<file path="config.mk">
export PLATFORM = sky130hd
export DESIGN_NAME = ltc_top
export DESIGN_NICKNAME = d
export VERILOG_FILES = /design/src/verilog/ltc_pkg.sv /design/src/verilog/ltc_sat_add.sv /design/src/verilog/ltc_slope_mult.sv /design/src/verilog/ltc_top.sv
export VERILOG_INCLUDE_DIRS = /design/src /design/src/verilog
export SDC_FILE = /design/constraint.sdc
export NUM_CORES = 1
export LEC_CHECK = 0
export BUFFER_PORTS_ARGS = -buffer_cell sky130_fd_sc_hd__buf_2
export CAP_MARGIN = 10
export CELL_PAD_IN_SITES_DETAIL_PLACEMENT = 1
export CELL_PAD_IN_SITES_GLOBAL_PLACEMENT = 2
export CORE_MARGIN = 5
export CORE_UTILIZATION = 38
export CTS_BUF_LIST = sky130_fd_sc_hd__clkbuf_8
export DETAILED_ROUTE_END_ITERATION = 8
export HOLD_SLACK_MARGIN = 0.12
export PLACE_DENSITY_LB_ADDON = 0.2
export REMOVE_ABC_BUFFERS = 1
export SYNTH_ARGS = -nofsm -noshare
export SYNTH_HDL_FRONTEND = slang
export SYNTH_SLANG_ARGS = --single-unit
</file>
<file path="constraint.sdc">
create_clock -name clk -period 12 [get_ports clk]
set_clock_uncertainty 0.05 [all_clocks]
set_input_delay 0.6 -clock clk [delete_from_list [all_inputs] [get_ports clk]]
set_output_delay 0.6 -clock clk [all_outputs]
set_load 0.1 [all_outputs]
</file>
<file path="src/verilog/ltc_params.svh">
// Register offsets, field positions, reset values and region bounds of the compensation block.
`ifndef LTC_PARAMS_SVH
`define LTC_PARAMS_SVH

// Register byte offsets.
`define LTC_ADDR_CTRL 5'h00
`define LTC_ADDR_SLOPE 5'h04
`define LTC_ADDR_VPROG 5'h08
`define LTC_ADDR_TEMP 5'h0C
`define LTC_ADDR_OFFSET 5'h10
`define LTC_ADDR_VOUT 5'h14

// Control register fields.
`define LTC_CTRL_ENABLE_BIT 0
`define LTC_CTRL_PUMP_BIT 1

// Slope register fields, three bits per region.
`define LTC_SLOPE_A_LSB 0
`define LTC_SLOPE_B_LSB 3
`define LTC_SLOPE_C_LSB 6
`define LTC_SLOPE_D_LSB 9

// Reset values.
`define LTC_VPROG_RESET 8'h00
`define LTC_TEMP_RESET 8'h40
`define LTC_SLOPE_RESET 3'h0

// Temperature code bounds and bases of the four regions.
`define LTC_REGION_A_TOP 8'h20
`define LTC_REGION_B_TOP 8'h40
`define LTC_REGION_C_TOP 8'h60
`define LTC_REGION_D_TOP 8'h7E
`define LTC_CODE_MAX 8'h7F
`define LTC_BASE_A 8'h20
`define LTC_BASE_BC 8'h40
`define LTC_BASE_D 8'h60
`define LTC_SPAN 8'h20
`define LTC_LAST_STEPS 8'h1F

// Fixed point: coefficients in eighths, output in steps of 30 mV.
`define LTC_FRAC_BITS 3
`define LTC_ROUND_HALF 13'sh0004
`define LTC_STEP_MV 30
`define LTC_CODE_TOP 10'h0FF

`endif

</file>
<file path="src/verilog/ltc_pkg.sv">
// Types shared by the compensation block.
package ltc_pkg;

    typedef struct packed {
        logic [2:0] slopeSelectRegionD;
        logic [2:0] slopeSelectRegionC;
        logic [2:0] slopeSelectRegionB;
        logic [2:0] slopeSelectRegionA;
    } ltc_slopes_s;

    typedef enum logic [1:0] {
        LTC_BUS_IDLE = 2'b01,
        LTC_BUS_ACK = 2'b10
    } ltc_bus_state_e;

    typedef logic signed [11:0] ltc_eighths_t;

endpackage

</file>
<file path="src/verilog/ltc_sat_add.sv">
// Adds a signed offset to an unsigned code and clamps to the 8-bit range.
`timescale 1ns/1ps
`include "ltc_params.svh"

module ltc_sat_add
    import ltc_pkg::*;
(
    // Operands
    input logic [7:0] baseCode,
    input logic signed [7:0] offsetCode,
    // Result
    output logic [7:0] sumCode
);

    logic signed [9:0] wide;

    assign wide = $signed({2'b00, baseCode}) + $signed({{2{offsetCode[7]}}, offsetCode});

    always_comb
    begin
        if (wide < 10'sh000)
        begin
            sumCode = 8'h00;
        end
        else if (wide > $signed(`LTC_CODE_TOP))
        begin
            sumCode = 8'hFF;
        end
        else
        begin
            sumCode = wide[7:0];
        end
    end

endmodule

</file>
<file path="src/verilog/ltc_slope_mult.sv">
// Multiplies a signed step count by one region coefficient, result in eighths.
`timescale 1ns/1ps
`include "ltc_params.svh"

module ltc_slope_mult
    import ltc_pkg::*;
(
    // Operands
    input logic signed [7:0] steps,
    input logic [2:0] slopeSelect,
    // Result
    output ltc_eighths_t product
);

    logic signed [4:0] coef;
    logic signed [12:0] full;

    always_comb
    begin
        case (slopeSelect)
            3'h0: coef = 5'sh00;
            3'h1: coef = -5'sh01;
            3'h2: coef = -5'sh02;
            3'h3: coef = -5'sh04;
            3'h4: coef = -5'sh0A;
            3'h5: coef = 5'sh01;
            3'h6: coef = 5'sh02;
            3'h7: coef = 5'sh04;
            default: coef = 5'sh00;
        endcase
    end

    assign full = steps * coef;
    assign product = full[11:0];

endmodule

</file>
<file path="src/verilog/ltc_top.sv">
// Temperature compensation of the LCD drive voltage code, with its register slave.
//
// Summary of operation
// - Offset is added to the voltage code only while compensation is enabled.
// - Temperature span splits into four regions, each with its own slope select.
// - Slope codes map to 0, -1/8, -1/4, -1/2, -5/4, +1/8, +1/4, +1/2.
// - Offset is counted in whole 30 mV steps, not a continuous correction.
// - Reset leaves voltage code zero and temperature code 40h, so offset zero.
// - Final code is programmed code plus two's complement offset, zero at 40h.
// - Sum is an unsigned byte that saturates at either end instead of wrapping.
// - Code 0h gives -32 times region A plus -32 times region B coefficient.
// - Codes 0h-20h give (code-32) times A minus 32 times B.
// - Codes 21h-40h give (code-64) times B.
// - Codes 41h-60h give (code-64) times C.
// - Codes 61h-7Eh give (code-96) times D plus 32 times C.
// - Code 7Fh and above holds 31 times D plus 32 times C.
// - Input code means 0.9375 degrees per count, minus 40 degrees.
// - With the charge pump off the supply is external and gets no offset.
`timescale 1ns/1ps
`include "ltc_params.svh"

module ltc_top
    import ltc_pkg::*;
(
    // Clock and reset
    input logic clk,
    input logic rst,
    // Avalon-MM slave
    input logic [4:0] address,
    input logic read,
    input logic write,
    input logic [31:0] writedata,
    input logic [3:0] byteenable,
    output logic [31:0] readdata,
    output logic waitrequest,
    // Temperature measurement
    input logic [7:0] temperatureCode,
    input logic temperatureValid,
    // Charge pump regulator
    output logic [7:0] voltageCode,
    output logic chargePumpEnable
);

    // Bus handshake state.
    ltc_bus_state_e busState_reg;
    ltc_bus_state_e busState_next;
    logic [31:0] readdata_reg;
    logic [31:0] readdata_next;

    // Software-visible configuration.
    logic tempCompEnable_reg;
    logic tempCompEnable_next;
    logic pumpEnable_reg;
    logic pumpEnable_next;
    ltc_slopes_s slopes_reg;
    ltc_slopes_s slopes_next;
    logic [7:0] lcdVoltageProgram_reg;
    logic [7:0] lcdVoltageProgram_next;

    // Datapath state.
    logic [7:0] tempCode_reg;
    logic [7:0] tempCode_next;
    logic [7:0] offsetCode_reg;
    logic [7:0] offsetCode_next;
    logic [7:0] voltageCode_reg;
    logic [7:0] voltageCode_next;

    // Datapath intermediates.
    logic [7:0] codeClamped;
    logic signed [7:0] stepsFirst;
    logic signed [7:0] stepsSecond;
    logic [2:0] selectFirst;
    logic [2:0] selectSecond;
    ltc_eighths_t termFirst;
    ltc_eighths_t termSecond;
    logic signed [12:0] sumEighths;
    logic signed [12:0] roundedEighths;
    logic signed [7:0] appliedOffset;
    logic [7:0] sumCode;
    logic writeCommit;
    logic [31:0] byteMask;

    // The request is answered one cycle after it is first seen.
    assign waitrequest = (read | write) & (busState_reg == LTC_BUS_IDLE);
    assign writeCommit = write & (busState_reg == LTC_BUS_ACK);
    assign byteMask = {{8{byteenable[3]}}, {8{byteenable[2]}},
                       {8{byteenable[1]}}, {8{byteenable[0]}}};

    always_comb
    begin
        busState_next = busState_reg;
        readdata_next = readdata_reg;
        case (busState_reg)
            LTC_BUS_IDLE:
            begin
                if (read | write)
                begin
                    busState_next = LTC_BUS_ACK;
                end
                if (read)
                begin
                    case (address)
                        `LTC_ADDR_CTRL:
                            readdata_next = {30'h0, pumpEnable_reg, tempCompEnable_reg};
                        `LTC_ADDR_SLOPE:
                            readdata_next = {20'h0, slopes_reg};
                        `LTC_ADDR_VPROG:
                            readdata_next = {24'h0, lcdVoltageProgram_reg};
                        `LTC_ADDR_TEMP:
                            readdata_next = {24'h0, tempCode_reg};
                        `LTC_ADDR_OFFSET:
                            readdata_next = {24'h0, offsetCode_reg};
                        `LTC_ADDR_VOUT:
                            readdata_next = {24'h0, voltageCode_reg};
                        default:
                            readdata_next = 32'h0000_0000;
                    endcase
                end
            end
            LTC_BUS_ACK:
            begin
                busState_next = LTC_BUS_IDLE;
            end
            default:
            begin
                busState_next = LTC_BUS_IDLE;
            end
        endcase
    end

    always_ff @(posedge clk)
    begin
        if (rst)
        begin
            busState_reg <= LTC_BUS_IDLE;
            readdata_reg <= 32'h0000_0000;
        end
        else
        begin
            busState_reg <= busState_next;
            readdata_reg <= readdata_next;
        end
    end

    assign readdata = readdata_reg;

    // Register writes take effect at the edge that completes the transfer.
    always_comb
    begin
        tempCompEnable_next = tempCompEnable_reg;
        pumpEnable_next = pumpEnable_reg;
        slopes_next = slopes_reg;
        lcdVoltageProgram_next = lcdVoltageProgram_reg;
        if (writeCommit)
        begin
            case (address)
                `LTC_ADDR_CTRL:
                begin
                    if (byteenable[0])
                    begin
                        tempCompEnable_next = writedata[`LTC_CTRL_ENABLE_BIT];
                        pumpEnable_next = writedata[`LTC_CTRL_PUMP_BIT];
                    end
                end
                `LTC_ADDR_SLOPE:
                begin
                    slopes_next = (writedata[11:0] & byteMask[11:0])
                                  | (slopes_reg & ~byteMask[11:0]);
                end
                `LTC_ADDR_VPROG:
                begin
                    if (byteenable[0])
                    begin
                        lcdVoltageProgram_next = writedata[7:0];
                    end
                end
                default:
                begin
                    lcdVoltageProgram_next = lcdVoltageProgram_reg;
                end
            endcase
        end
    end

    always_ff @(posedge clk)
    begin
        if (rst)
        begin
            tempCompEnable_reg <= 1'b0;
            pumpEnable_reg <= 1'b0;
            slopes_reg <= {4{`LTC_SLOPE_RESET}};
            lcdVoltageProgram_reg <= `LTC_VPROG_RESET;
        end
        else
        begin
            tempCompEnable_reg <= tempCompEnable_next;
            pumpEnable_reg <= pumpEnable_next;
            slopes_reg <= slopes_next;
            lcdVoltageProgram_reg <= lcdVoltageProgram_next;
        end
    end

    assign chargePumpEnable = pumpEnable_reg;

    // Codes above the top of the scale are treated as the top code.
    // code beyond 80 degrees
    assign codeClamped = (tempCode_reg > `LTC_CODE_MAX) ? `LTC_CODE_MAX : tempCode_reg;

    // Each region is expressed as stepsFirst * coefFirst + stepsSecond * coefSecond.
    always_comb
    begin
        if (codeClamped <= `LTC_REGION_A_TOP)
        begin
            stepsFirst = $signed(codeClamped - `LTC_BASE_A);
            selectFirst = slopes_reg.slopeSelectRegionA;
            stepsSecond = -$signed(`LTC_SPAN);
            selectSecond = slopes_reg.slopeSelectRegionB;
        end
        else if (codeClamped <= `LTC_REGION_B_TOP)
        begin
            stepsFirst = $signed(codeClamped - `LTC_BASE_BC);
            selectFirst = slopes_reg.slopeSelectRegionB;
            stepsSecond = 8'sh00;
            selectSecond = slopes_reg.slopeSelectRegionB;
        end
        else if (codeClamped <= `LTC_REGION_C_TOP)
        begin
            stepsFirst = $signed(codeClamped - `LTC_BASE_BC);
            selectFirst = slopes_reg.slopeSelectRegionC;
            stepsSecond = 8'sh00;
            selectSecond = slopes_reg.slopeSelectRegionC;
        end
        else if (codeClamped <= `LTC_REGION_D_TOP)
        begin
            stepsFirst = $signed(codeClamped - `LTC_BASE_D);
            selectFirst = slopes_reg.slopeSelectRegionD;
            stepsSecond = $signed(`LTC_SPAN);
            selectSecond = slopes_reg.slopeSelectRegionC;
        end
        else
        begin
            stepsFirst = $signed(`LTC_LAST_STEPS);
            selectFirst = slopes_reg.slopeSelectRegionD;
            stepsSecond = $signed(`LTC_SPAN);
            selectSecond = slopes_reg.slopeSelectRegionC;
        end
    end

    ltc_slope_mult multFirst (
        .steps(stepsFirst),
        .slopeSelect(selectFirst),
        .product(termFirst)
    );

    ltc_slope_mult multSecond (
        .steps(stepsSecond),
        .slopeSelect(selectSecond),
        .product(termSecond)
    );

    assign sumEighths = 13'(termFirst) + 13'(termSecond);
    assign roundedEighths = (sumEighths + `LTC_ROUND_HALF) >>> `LTC_FRAC_BITS;

    assign appliedOffset = (tempCompEnable_reg & pumpEnable_reg)
                           ? roundedEighths[7:0] : 8'sh00;

    ltc_sat_add satAdd (
        .baseCode(lcdVoltageProgram_reg),
        .offsetCode(appliedOffset),
        .sumCode(sumCode)
    );

    always_comb
    begin
        tempCode_next = tempCode_reg;
        if (temperatureValid)
        begin
            tempCode_next = temperatureCode;
        end
        offsetCode_next = roundedEighths[7:0];
        voltageCode_next = sumCode;
    end

    always_ff @(posedge clk)
    begin
        if (rst)
        begin
            tempCode_reg <= `LTC_TEMP_RESET;
            offsetCode_reg <= 8'h00;
            voltageCode_reg <= `LTC_VPROG_RESET;
        end
        else
        begin
            tempCode_reg <= tempCode_next;
            offsetCode_reg <= offsetCode_next;
            voltageCode_reg <= voltageCode_next;
        end
    end

    assign voltageCode = voltageCode_reg;

endmodule
</file>
# After elaboration in Yosys (flattened, before gate mapping)
# Memory sizes are Yosys's and may differ from the RTL's.
# Index checks and enable logic that the tools add are counted.
[word_totals]
reg_bits = 80
rom_bits = 80
input_bits = 54
out_inout_bits = 42
elab_cells = 68
mem_count = 2
[classes]
addsub = 6
mul = 2
order_cmp = 7
eq_ne = 7
n_mux = 16
bitwise = 9
reduce_logical = 7
[memory_table]
columns = ["name", "depth", "word_bits", "rd", "rd_ports_with_merged_regs", "write_ports", "line", "text"]
rows = [
  ["(no name shown)", 8, 5, 1, 0, 0, "ltc_slope_mult.sv:20", "case (slopeSelect)"],
  ["(no name shown)", 8, 5, 1, 0, 0, "ltc_slope_mult.sv:20", ""],
]
[op_table]
columns = ["op", "count"]
rows = [
  ["$pmux W12 S6", 1],
  ["$mux W8", 8],
  ["$and A12 B12 Y12", 2],
  ["$le A8 B7 Y1 const B", 3],
  ["$mul A8 B5 Y11", 2],
  ["$sub A8 B7 Y8 const B", 2],
  ["$mux W3", 5],
  ["$mux W6", 2],
  ["$not A12 Y12", 1],
  ["$or A12 B12 Y12", 1],
  ["$add A11 B11 Y11", 1],
  ["$add A11 B4 Y11 const B", 1],
  ["$add A9 B8 Y10", 1],
  ["$eq A5 B4 Y1 const B", 2],
  ["$eq A5 B5 Y1 const B", 2],
  ["$gt A10 B9 Y1 const B", 1],
  ["$lt A10 B1 Y1 const B", 1],
  ["$gt A8 B7 Y1 const B", 1],
  ["$le A8 B6 Y1 const B", 1],
  ["$sub A8 B6 Y8 const B", 1],
  ["$reduce_and A3 Y1", 2],
  ["$eq A5 B3 Y1 const B", 1],
  ["$logic_not A5 Y1", 1],
  ["$reduce_and A2 Y1", 2],
  ["6 further kinds", 9],
]

# Depth between registers and ports, before layout
[depth]
depth_word = 14
ltp_mapped = 39
mapped_depth_nobuf = 38

# Cells and area by module
# From an unflattened synthesis, not the netlist that was laid out.
[hier_totals]
hier_cells = 787
hier_area_um2 = 6698.9
[by_module_without_submodules]
columns = ["mod", "instances", "cells_each", "area_each_um2", "seq_area_each_um2"]
rows = [
  ["ltc_top", 1, 377, 3264.4, 1201.2],
  ["ltc_slope_mult", 2, 165, 1401.3, 0.0],
  ["ltc_sat_add", 1, 80, 631.9, 0.0],
]

# Least setup slack after synthesis
# No wires, ideal clock.
[synth_timing]
kind = "register to register"
from = "register tempCode_reg[7]"
to = "register voltageCode_reg[2] (netlist: voltageCode[2])"
setup_ns = 0.058
arrival_time_ns = 8.087
required_time_ns = 11.892
path_slack_ns = 3.805
path_stages_with_launch = 33
path_buffers = 2
period_less_slack_ns = 8.195
cell_sequence = "dfxtp_1 > or2_2 > buf_2 > inv_1 > ha_1 > or4b_2 > o32ai_1 > a211oi_1 > and2_4 > buf_6 > nor2_1 > a21oi_1 > or3_1 > fa_1 > inv_1 > ha_1 > fa_1 > fa_1 > inv_1 > fa_1 > inv_1 > ha_1 > nand2_1 > o21ai_0 > o41ai_1 > xor2_1 > xnor3_2 > nor2_1 > ha_1 > or2b_2 > or4_4 > a21oi_4 > o21a_1"
[synth_between]
elab_chain_cells = 14
word_cells_on_any_way = 33
cone_classes = "6 x add/sub; 2 x mul; 7 x order compare; 15 x mux; 1 x reduce/logical; 2 x memory"
[synth_lines]
columns = ["element", "line", "text"]
rows = [
  ["start, declared", "ltc_top.sv:61", "logic [7:0] tempCode_reg;"],
  ["start signal, assigned", "ltc_top.sv:288", "tempCode_reg <= `LTC_TEMP_RESET;"],
  ["start signal, assigned", "ltc_top.sv:294", "tempCode_reg <= tempCode_next;"],
  ["$gt A8 B7 Y1 (no line)", "n/a", ""],
  ["$mux W8 *", "ltc_top.sv:207", "assign codeClamped = (tempCode_reg > `LTC_CODE_MAX) ? `LTC_CODE_MAX : tempCode_reg;"],
  ["$le A8 B7 Y1 (no line) / $sub A8 B7 Y8 (equally long branches)", "n/a", ""],
  ["$mux W3 / $mux W8 (equally long branches)", "ltc_top.sv:226, ltc_top.sv:233", ""],
  ["$mux W3 / $mux W8 (equally long branches)", "ltc_top.sv:219, ltc_top.sv:226", ""],
  ["$mux W3 / $mux W8 (equally long branches)", "ltc_top.sv:212, ltc_top.sv:219", ""],
  ["$mem_v2 Z8 W5 / $mux W8 (equally long branches)", "n/a", ""],
  ["$mul A8 B5 Y11", "ltc_slope_mult.sv:33", "assign full = steps * coef;"],
  ["$add A11 B11 Y11 *", "ltc_top.sv:261", "assign sumEighths = 13'(termFirst) + 13'(termSecond);"],
  ["$add A11 B4 Y11 (no line) *", "n/a", ""],
  ["$mux W8 *", "ltc_top.sv:265", "? roundedEighths[7:0] : 8'sh00;"],
  ["$add A9 B8 Y10 *", "ltc_sat_add.sv:17", "assign wide = $signed({2'b00, baseCode}) + $signed({{2{offsetCode[7]}}, offsetCode});"],
  ["$gt A10 B9 Y1 / $lt A10 B1 Y1 (equally long branches)", "ltc_sat_add.sv:25, ltc_sat_add.sv:21", ""],
  ["$mux W8 / $reduce_or A2 Y1 (equally long branches)", "n/a", ""],
  ["end signal, assigned", "ltc_top.sv:290", "voltageCode_reg <= `LTC_VPROG_RESET;"],
  ["end signal, assigned", "ltc_top.sv:296", "voltageCode_reg <= voltageCode_next;"],
  ["end, declared", "ltc_top.sv:65", "logic [7:0] voltageCode_reg;"],
]
# Every way passes the cells marked *; elsewhere a longest branch is shown, timed or not.
# A chain may end at the register's enable or synchronous reset.

# Worst setup path in the final report
[layout_timing]
from = "register tempCode_reg[7]"
to = "register voltageCode_reg[5] (netlist: voltageCode[5])"
# The elaborated chain is that of the path after synthesis.

==> metrics.txt <==
status complete, no violations; slowest stage delay, CP 0.85 ns; Total Power 836 µW; TNS Setup 0 ns; Clock Sinks 60; Final period util 84.2%; Avg Inst Size Synth 8.68 µm²; count of input and output buffers 53; CTS resizes 0; CP required 12.25 ns; crit path DAT 10.35 ns; CTS tree done; crit path to voltageCode[5]; initial core utilization 38.6%; Slew Viols, Final 0; depth of the most critical reg-to-reg path 33; drt pass-1 iters 5; fin cells 838; GRT Total Usage 19.2%; total CTS buffers 9; row count 43; hold_sp readdata[11]; core area 13800 µm²; Yosys warnings 0; critical path buffer and inverter count 5; Worst Tran Pin Value 1.11 ns; DIE WIDTH 128 µm; hold depth 2; Slew Limit Headroom 23.8%; Seq/Total Area, Yosys 22.6%; Final nets 795; initial antenna violation count 0; Detailed Route Iter0 Violations 189; first-pass GRT wire length 24600 µm; crit-path max FO 26; drt wl/cell 17.9 µm; Final ANT Viol Nets 0; layout cells sized above 1 14.1%; kind of critical path flip-flop to flip-flop; main flop type after synthesis dfxtp_1; die area 16400 µm²; vias in the first global route 4655; post-route cell area 5850 µm²; met2 WL 7350 µm; CTS root buf clkbuf_8; M1 WL 6840 µm; CP Launch Type flip-flop; critical path depth 33; Ant. Diodes 0; Seq cells post-synth 60; share of flip-flops with an asynchronous set or reset 0%; RSZ-0062 raised after global routing false; met3 wire length 503 µm; mean number of vias per cell 5.17; hold_buf cts 0; overflow left after global routing 0; CP Capture Type flip-flop; EDFF count, synth 0; clk buf depth 2; DRC 0; Reg-to-Reg Start tempCode_reg[7]; Critical R2R Capture voltageCode[5]; clock transition at the registers of the reported paths 0.08 ns; placed cell count 822; Area Growth Syn to Fin 10.1%; FF-to-FF setup slack 1.90 ns; Gate Count Post-Synth 612; Max VDD drop 0.0757 mV; Fmax 99.0 MHz; via count 4336; largest net degree at the start of global routing 52; Power Dens Cells 143 nW/µm²; CP max-delay cell dfxtp_1; Final Hold Fails 0; P_leak 0.00273 µW; Placed Area 5650 µm²; final WL 15000 µm; Max Cap Violations 0; chip height 128 µm; H-tree depth 3; GP Congestion 0.842; count of cell types in the netlist 63; Worst setup startpoint tempCode_reg[7]; synthesized area 5310 µm²; I/O Pins 96; Tightest Hold Check Type flip-flop to flip-flop; total setup buffers inserted after CTS 0; worst-skew pair later-pin latency 0.36 ns; post-layout minimum cycle time 10.10 ns; setup violators final 0; DP HPWL 12200 µm; CP top delay family adder cells; DR top layer met4
layout by cell type (no fill, tap or decap), types with 2 or more instances in the layout:
cell / n
a311oi_1: 2
nor4b_2: 2
and3_1: 4
fa_1: 39
or4_4: 2
xnor2_1: 13
inv_1: 70
a222oi_1: 5
nand2_1: 57
buf_4: 6
nand3_1: 10
ha_1: 49
clkinv_2: 2
nor2_1: 61
o21ai_1: 2
a211oi_1: 2
o21ai_0: 22
a22oi_1: 10
buf_2: 53
mux2i_1: 29
clkinvlp_4: 2
or3_1: 2
o21bai_1: 2
conb_1: 20
nor2b_1: 7
a21oi_1: 30
dfxtp_1: 60
and2_1: 9
a221oi_1: 6
mux2_2: 2
a21o_1: 6
or4b_2: 2
nor3b_1: 2
clkbuf_8: 9
nor3_1: 5
xor2_1: 9
nand2b_1: 3
nor4_1: 2
o21a_1: 14
worst reg2reg max path: cells and delay by family, from the launching register on:
family,cells,cell delay [ns]
xor gates and xnor gates,2,0.59
muxes,1,0.12
and+or+nand+nor,8,2.43
AOI/OAI and AO/OA,8,2.07
adders and majority gates,9,3.56
buffers and inverters,5,0.41
DFF,1,0.85
layout make-up:
class | count | area (µm²)
fill | 1685 | 7930
multi-input combinational | 454 | 3660
sequential | 60 | 1200
timing repair buffer | 59 | 310
inverter | 69 | 259
tap | 180 | 225
clock buffer | 9 | 124
clock inverter | 7 | 67.6
layer usage:
| metal | up-vias | track usage, % |
|---|---|---|
| met2 | 69 | 31.1 |
| met4 | 0 | 7.37 |
| li1 | 2091 | - |
| met1 | 2162 | 25.4 |
| met3 | 14 | 3.50 |
| met5 | - | 0 |
cells in the mapped netlist (2+ instances only):
| cell | instances | area (µm²) |
|---|---|---|
| nor3b_1 | 2 | 15.0 |
| mux2i_1 | 29 | 290 |
| and2_1 | 9 | 56.3 |
| nor4b_1 | 2 | 17.5 |
| mux2_2 | 2 | 22.5 |
| fa_1 | 39 | 781 |
| clkbuf_1 | 19 | 71.3 |
| xnor2_1 | 13 | 114 |
| nor2_1 | 61 | 229 |
| and3_1 | 4 | 25.0 |
| a221oi_1 | 6 | 52.6 |
| a21oi_1 | 30 | 150 |
| a21o_1 | 6 | 45.0 |
| inv_1 | 69 | 259 |
| or3_1 | 2 | 12.5 |
| or4_4 | 2 | 22.5 |
| or4b_2 | 2 | 20.0 |
| o21ai_1 | 2 | 10.0 |
| nor2b_1 | 7 | 43.8 |
| nor3_1 | 5 | 25.0 |
| buf_2 | 4 | 20.0 |
| o21ai_0 | 22 | 110 |
| nand2b_1 | 3 | 18.8 |
| nand2_1 | 57 | 214 |
| o21bai_1 | 2 | 15.0 |
| nor4_1 | 2 | 12.5 |
| xor2_1 | 9 | 78.8 |
| a311oi_1 | 2 | 17.5 |
| a22oi_1 | 10 | 75.1 |
| a211oi_1 | 2 | 15.0 |
| a222oi_1 | 5 | 50.1 |
| buf_6 | 2 | 22.5 |
| dfxtp_1 | 60 | 1200 |
| buf_4 | 20 | 150 |
| ha_1 | 49 | 613 |
| buf_1 | 3 | 11.3 |
| o21a_1 | 14 | 105 |
| nand3_1 | 10 | 50.1 |
metrics by stage:
stage / hold WS [ns] / util, % / setup WS (ns)
floorplan: 0.386 / - / 3.72
global placement: 0.394 / 41.1 / 2.18
detailed placement: 0.395 / 41.1 / 1.85
CTS: 0.406 / 42.4 / 1.81
global route: 0.426 / 42.4 / 1.26
finish: 0.403 / 42.4 / 1.90
how the worst min path moves through the flow:
stage	endpoint	slack (ns)
after floorplan	flip-flop	0.39
after global placement	readdata[10]	0.39
after detailed placement	readdata[9]	0.39
after CTS	readdata[11]	0.41
after global routing	readdata[9]	0.43
final	readdata[11]	0.40
cells by family (layout without fill, tap and decap cells):
logic type / Yosys count / count (layout) / share of synthesized area, %
AOI/OAI and AO/OA: 118 / 118 / 15.7
buffers and inverters: 117 / 144 / 10.1
DFF: 60 / 60 / 22.6
muxes: 32 / 32 / 6.15
other: 1 / 20 / 0.0706
and+or+nand+nor: 173 / 173 / 15.0
xor gates and xnor gates: 23 / 23 / 4.08
adders and majority gates: 88 / 88 / 26.2
power breakdown:
group          internal, µW  switching, µW  leakage [µW]
logic                   153            278       0.00214
clock network          95.0           88.3     0.0000968
registers               213           8.46      0.000488
total                   461            375       0.00273
(Power assumes the default switching activity.)
